--- src/pkg/cpgb_pkg.sv ---
// cpgb_pkg: offsets, field layout and reset value of the capture/compare gate register
// assumes: 32-bit axi4-lite data, one aligned word per register
`default_nettype none
package cpgb_pkg;
  localparam int unsigned ADDR_W = 4;
  localparam logic [3:0] CAPTURE_COMPARE_DISABLE_OFS = 4'h0;
  localparam logic [3:0] GATE_STATUS_OFS = 4'h4;
  localparam int unsigned REG_W = 16;
  localparam int unsigned N_UNITS = 6;
  localparam int unsigned COMPARE_LSB = 0;
  localparam int unsigned CAPTURE_LSB = 8;
  localparam logic [15:0] IMPL_MASK = 16'h3f3f;
  localparam logic [15:0] DISABLE_RESET = 16'h0000;
  localparam logic [1:0] RESP_OKAY = 2'h0;
  localparam logic [1:0] RESP_SLVERR = 2'h2;
endpackage
`default_nettype wire

--- src/cpgb_top.sv ---
// cpgb_top: axi4-lite slave holding the capture/compare power gate register
// assumes: one clock aclk, synchronous active-low reset, one master
//
// Operation
// - a one in a disable bit shuts off that unit's power and clock
// - a zero in a disable bit keeps that unit's power and clock running
// - capture units one to three disable bits sit at bits 8, 9, 10
// - capture units four to six disable bits sit at bits 11, 12, 13
// - compare units one to six disable bits sit at bits 0 to 5
`default_nettype none
module cpgb_top (
  // clock and reset
  input  wire logic        aclk,
  input  wire logic        aresetn,
  // axi4-lite write address
  input  wire logic [31:0] s_axi_awaddr,
  input  wire logic        s_axi_awvalid,
  output var  logic        s_axi_awready,
  // axi4-lite write data
  input  wire logic [31:0] s_axi_wdata,
  input  wire logic [3:0]  s_axi_wstrb,
  input  wire logic        s_axi_wvalid,
  output var  logic        s_axi_wready,
  // axi4-lite write response
  output var  logic [1:0]  s_axi_bresp,
  output var  logic        s_axi_bvalid,
  input  wire logic        s_axi_bready,
  // axi4-lite read address
  input  wire logic [31:0] s_axi_araddr,
  input  wire logic        s_axi_arvalid,
  output var  logic        s_axi_arready,
  // axi4-lite read data
  output var  logic [31:0] s_axi_rdata,
  output var  logic [1:0]  s_axi_rresp,
  output var  logic        s_axi_rvalid,
  input  wire logic        s_axi_rready,
  // capture unit gates, bit 0 = unit one
  output var  logic [5:0]  capture_clk_en,
  output var  logic [5:0]  capture_pwr_en,
  // compare unit gates, bit 0 = unit one
  output var  logic [5:0]  compare_clk_en,
  output var  logic [5:0]  compare_pwr_en
);
  typedef struct packed {
    logic        aw_held;
    logic [3:0]  aw_addr;
    logic        w_held;
    logic [15:0] w_data;
    logic [1:0]  w_strb;
    logic        bvalid;
    logic [1:0]  bresp;
    logic        rvalid;
    logic [1:0]  rresp;
    logic [31:0] rdata;
    logic [15:0] dis;
  } cpgb_state_t;

  cpgb_state_t st_ff;
  cpgb_state_t nxt_st;
  logic [15:0] gate_status;
  logic [5:0]  cap_clk;
  logic [5:0]  cmp_clk;

  // one channel per payload: take aw and w in either order, answer when both held
  always_comb begin
    nxt_st = st_ff;
    if (s_axi_awvalid && !st_ff.aw_held) begin
      nxt_st.aw_held = 1'b1;
      nxt_st.aw_addr = s_axi_awaddr[cpgb_pkg::ADDR_W-1:0];
    end
    if (s_axi_wvalid && !st_ff.w_held) begin
      nxt_st.w_held = 1'b1;
      nxt_st.w_data = s_axi_wdata[cpgb_pkg::REG_W-1:0];
      nxt_st.w_strb = s_axi_wstrb[1:0];
    end
    if (s_axi_bvalid && s_axi_bready) begin
      nxt_st.bvalid = 1'b0;
    end
    // commit only once both halves are in and no response is pending
    if (st_ff.aw_held && st_ff.w_held && !st_ff.bvalid) begin
      nxt_st.aw_held = 1'b0;
      nxt_st.w_held  = 1'b0;
      nxt_st.bvalid  = 1'b1;
      if (st_ff.aw_addr == cpgb_pkg::CAPTURE_COMPARE_DISABLE_OFS) begin
        nxt_st.bresp = cpgb_pkg::RESP_OKAY;
        // byte lanes: lane 0 holds compare bits, lane 1 capture bits
        if (st_ff.w_strb[0]) begin
          nxt_st.dis[7:0] = st_ff.w_data[7:0] & cpgb_pkg::IMPL_MASK[7:0];
        end
        if (st_ff.w_strb[1]) begin
          nxt_st.dis[15:8] = st_ff.w_data[15:8] & cpgb_pkg::IMPL_MASK[15:8];
        end
      end else if (st_ff.aw_addr == cpgb_pkg::GATE_STATUS_OFS) begin
        nxt_st.bresp = cpgb_pkg::RESP_OKAY; // status word is read-only, write dropped
      end else begin
        nxt_st.bresp = cpgb_pkg::RESP_SLVERR;
      end
    end
    // read path: one read outstanding, data from a register
    // only the low address bits decode, so the map repeats every 16 bytes
    if (s_axi_rvalid && s_axi_rready) begin
      nxt_st.rvalid = 1'b0;
    end
    if (s_axi_arvalid && !st_ff.rvalid) begin
      nxt_st.rvalid = 1'b1;
      nxt_st.rresp  = cpgb_pkg::RESP_OKAY;
      nxt_st.rdata  = 32'h0000_0000;
      unique case (s_axi_araddr[cpgb_pkg::ADDR_W-1:0])
        cpgb_pkg::CAPTURE_COMPARE_DISABLE_OFS: nxt_st.rdata[15:0] = st_ff.dis;
        cpgb_pkg::GATE_STATUS_OFS:             nxt_st.rdata[15:0] = gate_status;
        default:                               nxt_st.rresp = cpgb_pkg::RESP_SLVERR;
      endcase
    end
  end

  // register the whole state; reset leaves every unit enabled
  always_ff @(posedge aclk) begin
    if (!aresetn) begin
      st_ff <= '{dis: cpgb_pkg::DISABLE_RESET, default: '0};
    end else begin
      st_ff <= nxt_st;
    end
  end

  // one gate cell per unit; outputs registered inside the cell
  for (genvar i = 0; i < cpgb_pkg::N_UNITS; i++) begin : g_unit
    cpgb_gate_cell u_cap (
      .aclk      (aclk),
      .aresetn   (aresetn),
      .off_in    (st_ff.dis[cpgb_pkg::CAPTURE_LSB+i]),
      .clk_en_ff (cap_clk[i]),
      .pwr_en_ff (capture_pwr_en[i])
    );
    cpgb_gate_cell u_cmp (
      .aclk      (aclk),
      .aresetn   (aresetn),
      .off_in    (st_ff.dis[cpgb_pkg::COMPARE_LSB+i]),
      .clk_en_ff (cmp_clk[i]),
      .pwr_en_ff (compare_pwr_en[i])
    );
  end

  assign capture_clk_en = cap_clk;
  assign compare_clk_en = cmp_clk;
  // live gate state, one means running, same layout as the disable word
  assign gate_status = {2'h0, cap_clk, 2'h0, cmp_clk};

  // bus outputs come straight from the state register
  assign s_axi_awready = !st_ff.aw_held;
  assign s_axi_wready  = !st_ff.w_held;
  assign s_axi_bvalid  = st_ff.bvalid;
  assign s_axi_bresp   = st_ff.bresp;
  assign s_axi_arready = !st_ff.rvalid;
  assign s_axi_rvalid  = st_ff.rvalid;
  assign s_axi_rresp   = st_ff.rresp;
  assign s_axi_rdata   = st_ff.rdata;
endmodule
`default_nettype wire

--- src/cpgb_gate_cell.sv ---
// cpgb_gate_cell: one registered clock/power enable pair for a gated unit
// assumes: off_in comes from the disable register; outputs feed the unit's gates
`default_nettype none
module cpgb_gate_cell (
  // clock and reset
  input  wire logic aclk,
  input  wire logic aresetn,
  // control
  input  wire logic off_in,
  // gates
  output var  logic clk_en_ff,
  output var  logic pwr_en_ff
);
  typedef struct packed {
    logic clk_en;
    logic pwr_en;
  } cpgb_cell_t;
  cpgb_cell_t st_ff;
  cpgb_cell_t nxt_st;

  // both sources follow the disable bit together
  always_comb begin
    nxt_st.clk_en = ~off_in;
    nxt_st.pwr_en = ~off_in;
  end

  // unit enabled out of reset
  always_ff @(posedge aclk) begin
    if (!aresetn) begin
      st_ff <= '{clk_en: 1'b1, pwr_en: 1'b1};
    end else begin
      st_ff <= nxt_st;
    end
  end

  assign clk_en_ff = st_ff.clk_en;
  assign pwr_en_ff = st_ff.pwr_en;
endmodule
`default_nettype wire

--- config.mk ---
export PLATFORM = sky130hd
export DESIGN_NAME = cpgb_top
export DESIGN_NICKNAME = d
export VERILOG_FILES = /design/src/pkg/cpgb_pkg.sv /design/src/cpgb_top.sv /design/src/cpgb_gate_cell.sv
export SDC_FILE = /design/constraint.sdc
export NUM_CORES = 1
export LEC_CHECK = 0
export ABC_CLOCK_PERIOD_IN_PS = 2020
export CORE_MARGIN = 5
export CORE_UTILIZATION = 31
export CTS_BUF_LIST = sky130_fd_sc_hd__clkbuf_4
export CTS_CLUSTER_DIAMETER = 50
export DETAILED_ROUTE_END_ITERATION = 8
export DONT_BUFFER_PORTS = 1
export HOLD_SLACK_MARGIN = 0.05
export SYNTH_ARGS = -nofsm -noshare
export SYNTH_HDL_FRONTEND = slang
export SYNTH_SLANG_ARGS = --single-unit
--- constraint.sdc ---
create_clock -name aclk -period 2.02 [get_ports aclk]
set_input_delay 0.606 -clock aclk [delete_from_list [all_inputs] [get_ports aclk]]
set_output_delay 0.606 -clock aclk [all_outputs]
set_load 0.05 [all_outputs]
Word level (Yosys, flattened, before mapping):

Cells that the tools add are included.

* word-level logic and storage cells: 66
* output and inout bits: 65
* register bits after elaboration: 68
* bits of input ports: 107

* bitwise logic cells: 13
* eq/ne operators: 2
* reduce and logical (&&, ||, !) cells: 19
* muxes and demuxes: 8

Operator list (count)
* 35-bit two-way mux: 1
* 14-bit one-hot mux with 2 select lines: 1
* 1-bit NOT: 13
* 4-bit by 3-bit equality test with 1-bit output (second input constant): 2
* 4-bit logical NOT: 2
* 1-bit logical AND: 7
* 2-bit two-way mux: 3
* 3-bit AND reduction: 2
* 1-bit logical NOT: 4
* 2-bit nonzero test: 2
* 2-bit OR reduction: 2
* 3-bit two-way mux: 1
* 1-bit two-way mux: 2

Depth between registers and ports, before layout:

Gate-level depths: netlist of the first run.

* depth in word-level cells: 4
* depth in mapped cells: 5
* mapped depth without buffers: 3

Hierarchy:

From an unflattened synthesis of the first run, not the netlist that was laid out.

* cell total of the unflattened synthesis: 284
* area total of the unflattened synthesis: 2603.7 um^2

By module, submodules not included
* cpgb_top: seq. area each 960.9 um^2, area each 2228.4 um^2, times used 1, cells each 248
* cpgb_gate_cell: seq. area each 20.0 um^2, area each 31.3 um^2, times used 12, cells each 3

Least setup slack after synthesis of the first run:

No wires, ideal clock.

* path kind: register to output
* from: reg st_ff, in the netlist s_axi_rvalid
* to: out s_axi_arready
* data arrival time: 1.039 ns
* required time: 1.414 ns
* stages on the path, launching flop included: 2
* buffers on the path: 0
* slack: 0.375 ns
* cells stage by stage: dfxtp_1 inv_1

* cells in the longest elaborated chain, start to end: 1

Ends and longest elaborated chain
* from (decl): line cpgb_top.sv:58 `cpgb_state_t st_ff;`
* from (signal assigned): line cpgb_top.sv:121 `st_ff <= nxt_st;`
* 1-bit logical NOT: line cpgb_top.sv:153 `assign s_axi_arready = !st_ff.rvalid;`
* to (decl): line cpgb_top.sv:31 `output var logic s_axi_arready,`

Every way passes these cells.

Worst setup path in the final report of the first run:

Ends and elaborated chain as after synthesis.

==> flow_summary.toml, run 1 <==
[detailed_routing]
via_per_inst = 4.18
wl_per_cell_um = 13.0
drtAntennaViolNets = 0
num_vias = 1540
routed_wl_mm = 4.80
drc = 0
drt_iter0_drc = 48
first_pass_iters = 2

[final_layout]
final_cell_area_sq_um = 2660
multiInputGateArea_sq_um = 1010
fill_cells = 893
area.sequential_sq_um = 1200
area_growth_pct = -0.235
diodes = 0
drive_above_1_share_pct = 13.7
final_cells = 368
nets = 365

[global_routing]
grt_start_max_net_pins = 50
track_usage_pct = 9.54
gr-total-overflow = 0
grt_pass1_vias = 1522
grt_first_pass_wirelength_mm = 7.57
antenna_found_initial = 0

[critical_path]
worst_path_largest_cell_delay_ps = 390
cp_slowest_cell = "dfxtp_1"
r2r_slack_ps = 620
cp-start-kind = "register"
end_kind = "output pin"
rr_startpoint = "s_axi_rvalid"
path_cells = "buf_4, inv_1, buf_4"
crit_arrival_ps = 1250
cp.required_ps = 1410
critPathKind = "reg -> out"
r2r_end = "s_axi_rdata[5]"
rr_worst_depth = 3
cpMostUsedCell = "buf_4"
crit_path_max_fanout = 4

[clock_network]
root_buffer = "clkbuf_4"
cts_hold_buf = 0
cts_tree = "done"
cts_max_path_buffers = 2
clock_latency_ps = 390
clkSinkCount = 60
cts_max_level = 3
cts_inserted_buffers = 9
postCtsSetupBuffers = 0
cts_resized = 0
clk_pin_slew_worst_paths_ps = 100

[placed_design]
post_dp_cell_area_sq_um = 2480
io_buffers = 0
gp_congestion = 0.643
dpl.hpwl_mm = 3.65
dp.cells = 352

[logic_synthesis]
synth_top_area_cell = "dfxtp_1"
synth_seq_area_share_pct = 45.0
synth_edf_count = 0
yosysWarnings = 0
yosysMostFrequentCell = "buf_4"
synth_cell_types = 22
synth_top_flop_cell = "dfxtp_1"
netlist.area_leader.share_pct = 45.0
async_reset_ff_share_pct = 0
mappedNetlistArea_sq_um = 2670
yosys-top-cells-count = "66 x buf_4, 60 x dfxtp_1, 54 x nand2_1"
syn_inst = 283
syn_area_per_cell_sq_um = 9.43
synthTopCellsByArea = "dfxtp_1 45%, buf_4 19%, mux2i_1 11%"
ys_ff_latch = 60

[timing]
setup_viol = 0
fin_crit_ps = 1850
rsz0062_at_grt = "false"
worstMarginPinSlew_ps = 827
tns_ps = 0
relSlewSlack_pct = 44.5
clock.fmax_mhz = 540
fin_crit_sh_pct = 91.7
hold_viol = 0
finalMaxSlewViolations = 0
skew_ps = 11.6

[hold_path]
min_path_cells = 1
hold_start = "aresetn"
min_path_type = "in -> reg"
hold_end = "g_unit[0].u_cmp.clk_en_ff"

[die]
die_h_um = 103
fp.dieW_um = 103
io_pins = 172
num_rows = 33
die_area_sq_um = 10600
initial_utilization_pct = 32.2
core_sq_um = 8300

[status]
status = "finished, final reports clean"

[pwr]
power_leakage_nw = 1.16
cellPowerDensity_nw_per_um2 = 996
power_w = 0.00265
ir_drop_uv = 328

[flow_run]
max-cap-violations = 0
stage by stage:
step / worst slack, ps / hold WS, ps / util [%]
finish: 168 / 309 / 32.1
global route: 82.6 / 262 / 32.1
CTS: 129 / 268 / 32.1
detailed placement: 423 / 390 / 29.9
global placement: 477 / 385 / 29.9
floorplan: 375 / 377 / -
report_power, final:
group	total, W	switching (W)	internal (W)
Sequential	0.00133	0.0000997	0.00123
Clock	0.00106	0.000440	0.000622
Combinational	0.000260	0.000191	0.0000686
Total	0.00265	0.000731	0.00192
worst max path at each step:
stage / startpoint / end / cells past startpoint
floorplan: s_axi_rvalid / s_axi_arready / 1
global placement: s_axi_arvalid / s_axi_rdata[12] / 3
detailed placement: s_axi_arvalid / s_axi_rdata[5] / 3
CTS: s_axi_rvalid / s_axi_arready / 3
global route: s_axi_rvalid / s_axi_arready / 3
finish: s_axi_rvalid / s_axi_arready / 3
kinds of logic after synthesis:
logic type             count (synthesis)  share of synthesized area [%]
AOI/OAI and AO/OA                     34                           9.28
DFF                                   60                           45.0
and+or+nand+nor                       83                           14.8
other                                  1                          0.141
buffers and inverters                 77                           20.3
muxes                                 28                           10.5
critical path, delay by kind of cell, from the launching register on:
family   cells  cell delay, ps
buf+inv      3             460
flops        1             390
cell usage in the layout (no fill, tap or decap), types with 2 or more instances in the layout:
cell,n
conb_1,22
o211a_1,2
bufinv_16,3
nand4b_4,2
nand2b_1,2
clkbuf_4,9
nor2b_1,7
mux2i_1,28
dfxtp_1,60
a21boi_0,14
o21ai_0,3
a211oi_1,12
inv_1,3
nor2_1,14
buf_4,17
nand2_1,54
flip-flops by register name, indices dropped and copies added, names as in the netlist:
signal                  cells
st_ff                      32
s_axi_rdata                12
g_unit.u_cap.clk_en_ff      5
g_unit.u_cmp.clk_en_ff      5
g_unit.u_cmp.pwr_en_ff      1
g_unit.u_cap.pwr_en_ff      1
s_axi_bresp                 1
s_axi_bvalid                1
s_axi_rresp                 1
s_axi_rvalid                1
area by class of cell:
class                           instances  share of cell area, %
Clock buffer                            9                   2.54
Multi-Input combinational cell        167                   37.9
Tap cell                              105                   4.93
Clock inverter                          7                   4.32
Inverter                                3                  0.423
Timing Repair Buffer                   17                   4.79
Sequential cell                        60                   45.1
per-layer routing:
layer  track usage (%)  vias up  share of wire (%)
li1                  -      799                  -
met1              10.9      681                 44
met2              14.0       53                 43
met3              6.16        7                 11
met4              4.18        0                1.2
met5                 0        -                  0
(Power assumes the default switching activity.)
==> inputs of run 2 (changes only) <==
Settings changed: CAP_MARGIN set to 20, CELL_PAD_IN_SITES_DETAIL_PLACEMENT set to 0, CELL_PAD_IN_SITES_GLOBAL_PLACEMENT set to 2, CORE_UTILIZATION 31 to 38, PLACE_DENSITY_LB_ADDON set to 0.1.
==> flow_summary.toml, run 2 (synthesis gave the netlist of run 1 again) <==
[clock_network]
postCtsSetupBuffers = 0
cts_tree = "done"
clock_latency_ps = 400
clk_pin_slew_worst_paths_ps = 110
cts_hold_buf = 0
cts_max_path_buffers = 2
cts_resized = 0
clkSinkCount = 60
cts_inserted_buffers = 9
root_buffer = "clkbuf_4"
cts_max_level = 3

[critical_path]
worst_path_largest_cell_delay_ps = 350
cp_top_family = "flip-flops"
critPathKind = "reg -> out"
cp_slowest_cell = "dfxtp_1"
cp.required_ps = 1410
crit_path_max_fanout = 5
crit_arrival_ps = 1070
critPathBufInv = 1
path_cells = "inv_1"
end_kind = "output pin"
cp-start-kind = "register"

[pwr]
clkPwrFrac_pct = 39.5
ir_drop_uv = 454
power_w = 0.00263
power_frac_seq_pct = 50.6
combinationalPowerShare_pct = 9.9
power_leakage_nw = 1.16
netSwitchingFraction_pct = 27.3
p_int_w = 0.00191
cellPowerDensity_nw_per_um2 = 995
p_sw_w = 0.000716

[timing]
worstMarginPinSlew_ps = 921
setup_viol = 0
fin_crit_ps = 1670
tns_ps = 0
fin_crit_sh_pct = 82.8
fin_ws_ps = 347
rsz0062_at_grt = "false"
hold_viol = 0
relSlewSlack_pct = 38.2
clock.fmax_mhz = 598
skew_ps = 16.6
finalMaxSlewViolations = 0

[final_layout]
final_cell_area_sq_um = 2640
fill_cells = 743
drive_above_1_share_pct = 13.4
final_cells = 358
layout_commonest_cell = "dfxtp_1"
regMostFlops = "st_ff"
diodes = 0
nets = 365
largest_register_ff_count = 32
area_growth_pct = -1.08
most-common-layout-cells = "60 x dfxtp_1, 54 x nand2_1, 28 x mux2i_1, 22 x conb_1, 17 x buf_4"

[global_routing]
grt_start_max_net_pins = 50
grt_pass1_vias = 1472
antenna_found_initial = 0
gr-total-overflow = 0
grt_first_pass_wirelength_mm = 7.43
track_usage_pct = 11.3

[placed_design]
dp_slack_ps = 371
post_dp_cell_area_sq_um = 2470
io_buffers = 0
gp_congestion = 0.641
dpl.hpwl_mm = 3.37
dp.cells = 343

[detailed_routing]
num_vias = 1521
wl_met3_um = 493
wl_met2_mm = 2.02
via_per_inst = 4.25
routed_wl_mm = 4.73
drtAntennaViolNets = 0
wl_met1_mm = 2.15
drc = 0
top_layer = "met4"
drt_iter0_drc = 27
first_pass_iters = 4
wl_per_cell_um = 13.2

[flow_run]
max-cap-violations = 0

[die]
die_h_um = 93.8
num_rows = 30
core_sq_um = 6830
fp.dieW_um = 93.8
initial_utilization_pct = 39.1
io_pins = 172
die_area_sq_um = 8800

[hold_path]
min_path_type = "in -> reg"

[status]
status = "finished, final reports clean"
==> run 2: changes by cell type in the layout (fill, tap and decap cells not counted), sizes merged <==
cell,before,now
clkinvlp,1,0
==> run 2: cell type report <==
cell class	instances	area (sq um)	area share, %
flip-flops and latches	60	1200	45.5
inverters	3	11.3	0.427
clock buffers	9	67.6	2.56
clock inverters	6	104	3.93
repair buffers	17	128	4.83
well taps	96	120	4.55
multi-input cells	167	1010	38.2
==> run 2: power groups by stage <==
stage / sequential (W) / combinational (W) / clock (W)
detailed placement: 0.00136 / 0.000263 / 0
CTS: 0.00133 / 0.000263 / 0.00108
global route: 0.00134 / 0.000284 / 0.00114
global placement: 0.00136 / 0.000263 / 0
finish: 0.00133 / 0.000260 / 0.00104
floorplan: 0.00129 / 0.000377 / 0
==> run 2: worst paths after layout <==
kind,start,slack [ps],to,cells past startpoint
worst max-delay path,st_ff[72],350,s_axi_wready,1
worst min-delay path,aresetn,290,g_unit[4].u_cap.clk_en_ff,1
worst max register to register,s_axi_rvalid,560,s_axi_rdata[13],3
worst min register to register,st_ff[5],400,g_unit[5].u_cmp.clk_en_ff,1
==> run 2: stage by stage <==
stage / hold slack, ps / util (%)
2_1_floorplan: 377 / -
3_3_place_gp: 389 / 36.1
3_5_place_dp: 394 / 36.1
4_1_cts: 268 / 38.6
5_1_grt: 248 / 38.6
6_report: 293 / 38.6
==> run 2: per-layer routing <==
| metal | GRT usage (%) | up-vias |
|---|---|---|
| li1 | - | 800 |
| met1 | 13.3 | 656 |
| met2 | 16.1 | 58 |
| met3 | 7.37 | 7 |
| met4 | 4.33 | 0 |
| met5 | 0 | - |
==> inputs of run 3 (changes only) <==
Settings changed: ABC_AREA set to 1, ABC_CLOCK_PERIOD_IN_PS 2020 to 1430, CORE_UTILIZATION 38 to 30.
Clock period 2.02 ns to 1.43 ns, I/O delays scaled along.
==> flow_summary.toml, run 3 <==
[detailed_routing]
num_vias = 2006
drtAntennaViolNets = 0
routed_wl_mm = 6.06
via_per_inst = 4.16
drc = 0
first_pass_iters = 4
wl_per_cell_um = 12.6
drt_iter0_drc = 106

[clock_network]
cts_tree = "done"
cts_max_level = 3
clkSinkCount = 60
root_buffer = "clkbuf_4"
clock_latency_ps = 380
cts_max_path_buffers = 2
clk_pin_slew_worst_paths_ps = 100
cts_inserted_buffers = 9

[critical_path]
critPathBufInv = 1
cp_slowest_cell = "dfxtp_4"
worst_path_largest_cell_delay_ps = 390
crit_path_max_fanout = 3
cp_top_family = "flip-flops"
critPathKind = "reg -> out"
cp.required_ps = 1000
path_cells = "clkinvlp_4"
end_kind = "output pin"
cp-start-kind = "register"
crit_arrival_ps = 1010

[timing]
clock.fmax_mhz = 693
fin_crit_ps = 1440
setup_viol = 1
fin_ws_ps = -12.6
skew_ps = 10.8
worst_hold_slack_ps = 124
rsz0062_at_grt = "true"
fin_crit_sh_pct = 101
hold_viol = 0
finalMaxSlewViolations = 0

[final_layout]
layout_commonest_cell = "nor2_1"
final_util_pct = 33.6
fill_cells = 1029
largest_register_ff_count = 32
multiInputGateArea_sq_um = 971
diodes = 0
final_cells = 482
area_growth_pct = 10.3
area.sequential_sq_um = 1220
nets = 473
drive_above_1_share_pct = 20.5
most-common-layout-cells = "53 x nor2_1, 48 x nand2_1, 44 x dfxtp_1, 43 x nand3_1, 33 x inv_1"
regMostFlops = "st_ff"

[global_routing]
grt_pass1_vias = 2000
antenna_found_initial = 0
grt_first_pass_wirelength_mm = 9.99
grt_start_max_net_pins = 47
gr-total-overflow = 0
track_usage_pct = 11.2

[logic_synthesis]
syn_inst = 373
synth_top_area_cell = "dfxtp_1"
synth_cell_types = 18
synthTopCellsByArea = "dfxtp_1 43%, buf_4 17%, nand3_1 7.7%"
yosysWarnings = 0
synth_seq_area_share_pct = 43.1
mappedNetlistArea_sq_um = 2790
netlist.area_leader.share_pct = 43.1
yosysMostFrequentCell = "buf_4"
syn_area_per_cell_sq_um = 7.47
synth_edf_count = 0
yosys-top-cells-count = "64 x buf_4, 60 x dfxtp_1, 53 x nor2_1"
synth_top_flop_cell = "dfxtp_1"
async_reset_ff_share_pct = 0
ys_ff_latch = 60

[placed_design]
gp_congestion = 0.670
dpl.hpwl_mm = 4.04
io_buffers = 0
dp.cells = 464

[pwr]
power_leakage_nw = 1.37
cellPowerDensity_nw_per_um2 = 1120
ir_drop_uv = 395

[hold_path]
min_path_type = "in -> reg"

[die]
die_area_sq_um = 11300
fp.dieW_um = 106
io_pins = 172
num_rows = 35
die_h_um = 106
core_sq_um = 9150
initial_utilization_pct = 30.5

[flow_run]
max-cap-violations = 0

[status]
status = "finished, violations left"
failed_checks = "negative setup slack"
[run 3: cell count changes after synthesis, moves of 6 or more]
cell / delta
nand3_1: +43
nor2_1: +39
inv_1: +33
mux2i_1: -28
a21oi_1: +26
o21ai_0: +16
a21boi_0: -14
a211oi_1: -12
nor2b_1: -8
buf_2: +6
nand2_1: -6
[run 3: routing by layer]
metal  track usage (%)  vias up  share of wire (%)
li1                  -     1076                  -
met1              14.1      869                 48
met2              16.7       55                 43
met3              5.65        6                8.1
met4              3.33        0                1.3
met5                 0        -                  0
[run 3: cells by family (layout without fill, tap and decap cells)]
group | Yosys count | after routing | share of synthesized area, %
other | 1 | 22 | 0.135
buffers and inverters | 114 | 91 | 24.9
AOI/OAI and AO/OA | 47 | 47 | 8.53
DFF | 60 | 60 | 43.1
and+or+nand+nor | 151 | 151 | 23.3
[run 3: cell type report]
cell class	count	share of cell area [%]
Clock buffer	12	2.93
Tap cell	111	4.52
Timing Repair Buffer	39	16.1
Multi-Input combinational cell	220	31.6
Clock inverter	4	0.529
Sequential cell	60	39.8
Inverter	36	4.52
[run 3: path summary, 6_finish.rpt]
check | start | endpoint | slack, ps | cells after the start
max | s_axi_rvalid | s_axi_arready | -10 | 1
min reg2reg | st_ff[1] | g_unit[1].u_cmp.clk_en_ff | 400 | 1
max reg2reg | st_ff[77] | st_ff[4] | 280 | 7
min | aresetn | g_unit[0].u_cap.clk_en_ff | 120 | 1
[run 3: per-stage QoR]
stage                     setup TNS [ps]  instance area [sq um]  total power, W  setup WS [ps]
after floorplan                        0                   2870         0.00245            114
after global placement                 0                   2900         0.00248            277
after detailed placement               0                   2900         0.00248            278
after CTS                          -70.8                   3040         0.00351          -59.6
after global routing                -105                   3070         0.00367          -78.3
final                              -12.6                   3070         0.00345          -12.6
[run 3: repair_timing]
action,CTS,global route
buffers inserted,1,1
endpoints found under the setup margin,20,13
cloned,0,0
resized for setup,16,10
hold buffers,0,0
[run 3: worst register-to-register path, cell delays in order (launching register included)]
cell and delay (ps):
dfxtp_2 350, buf_4 110, nand3_2 100, nor2_2 110, buf_4 190, nand3_1 100, nand2_1 70, nor2_1 30
[run 3: report_power, final]
| part | switching (W) | internal (W) |
|---|---|---|
| clock | 0.000588 | 0.000399 |
| combinational | 0.000461 | 0.000180 |
| sequential | 0.0000632 | 0.00176 |
| total | 0.00111 | 0.00234 |
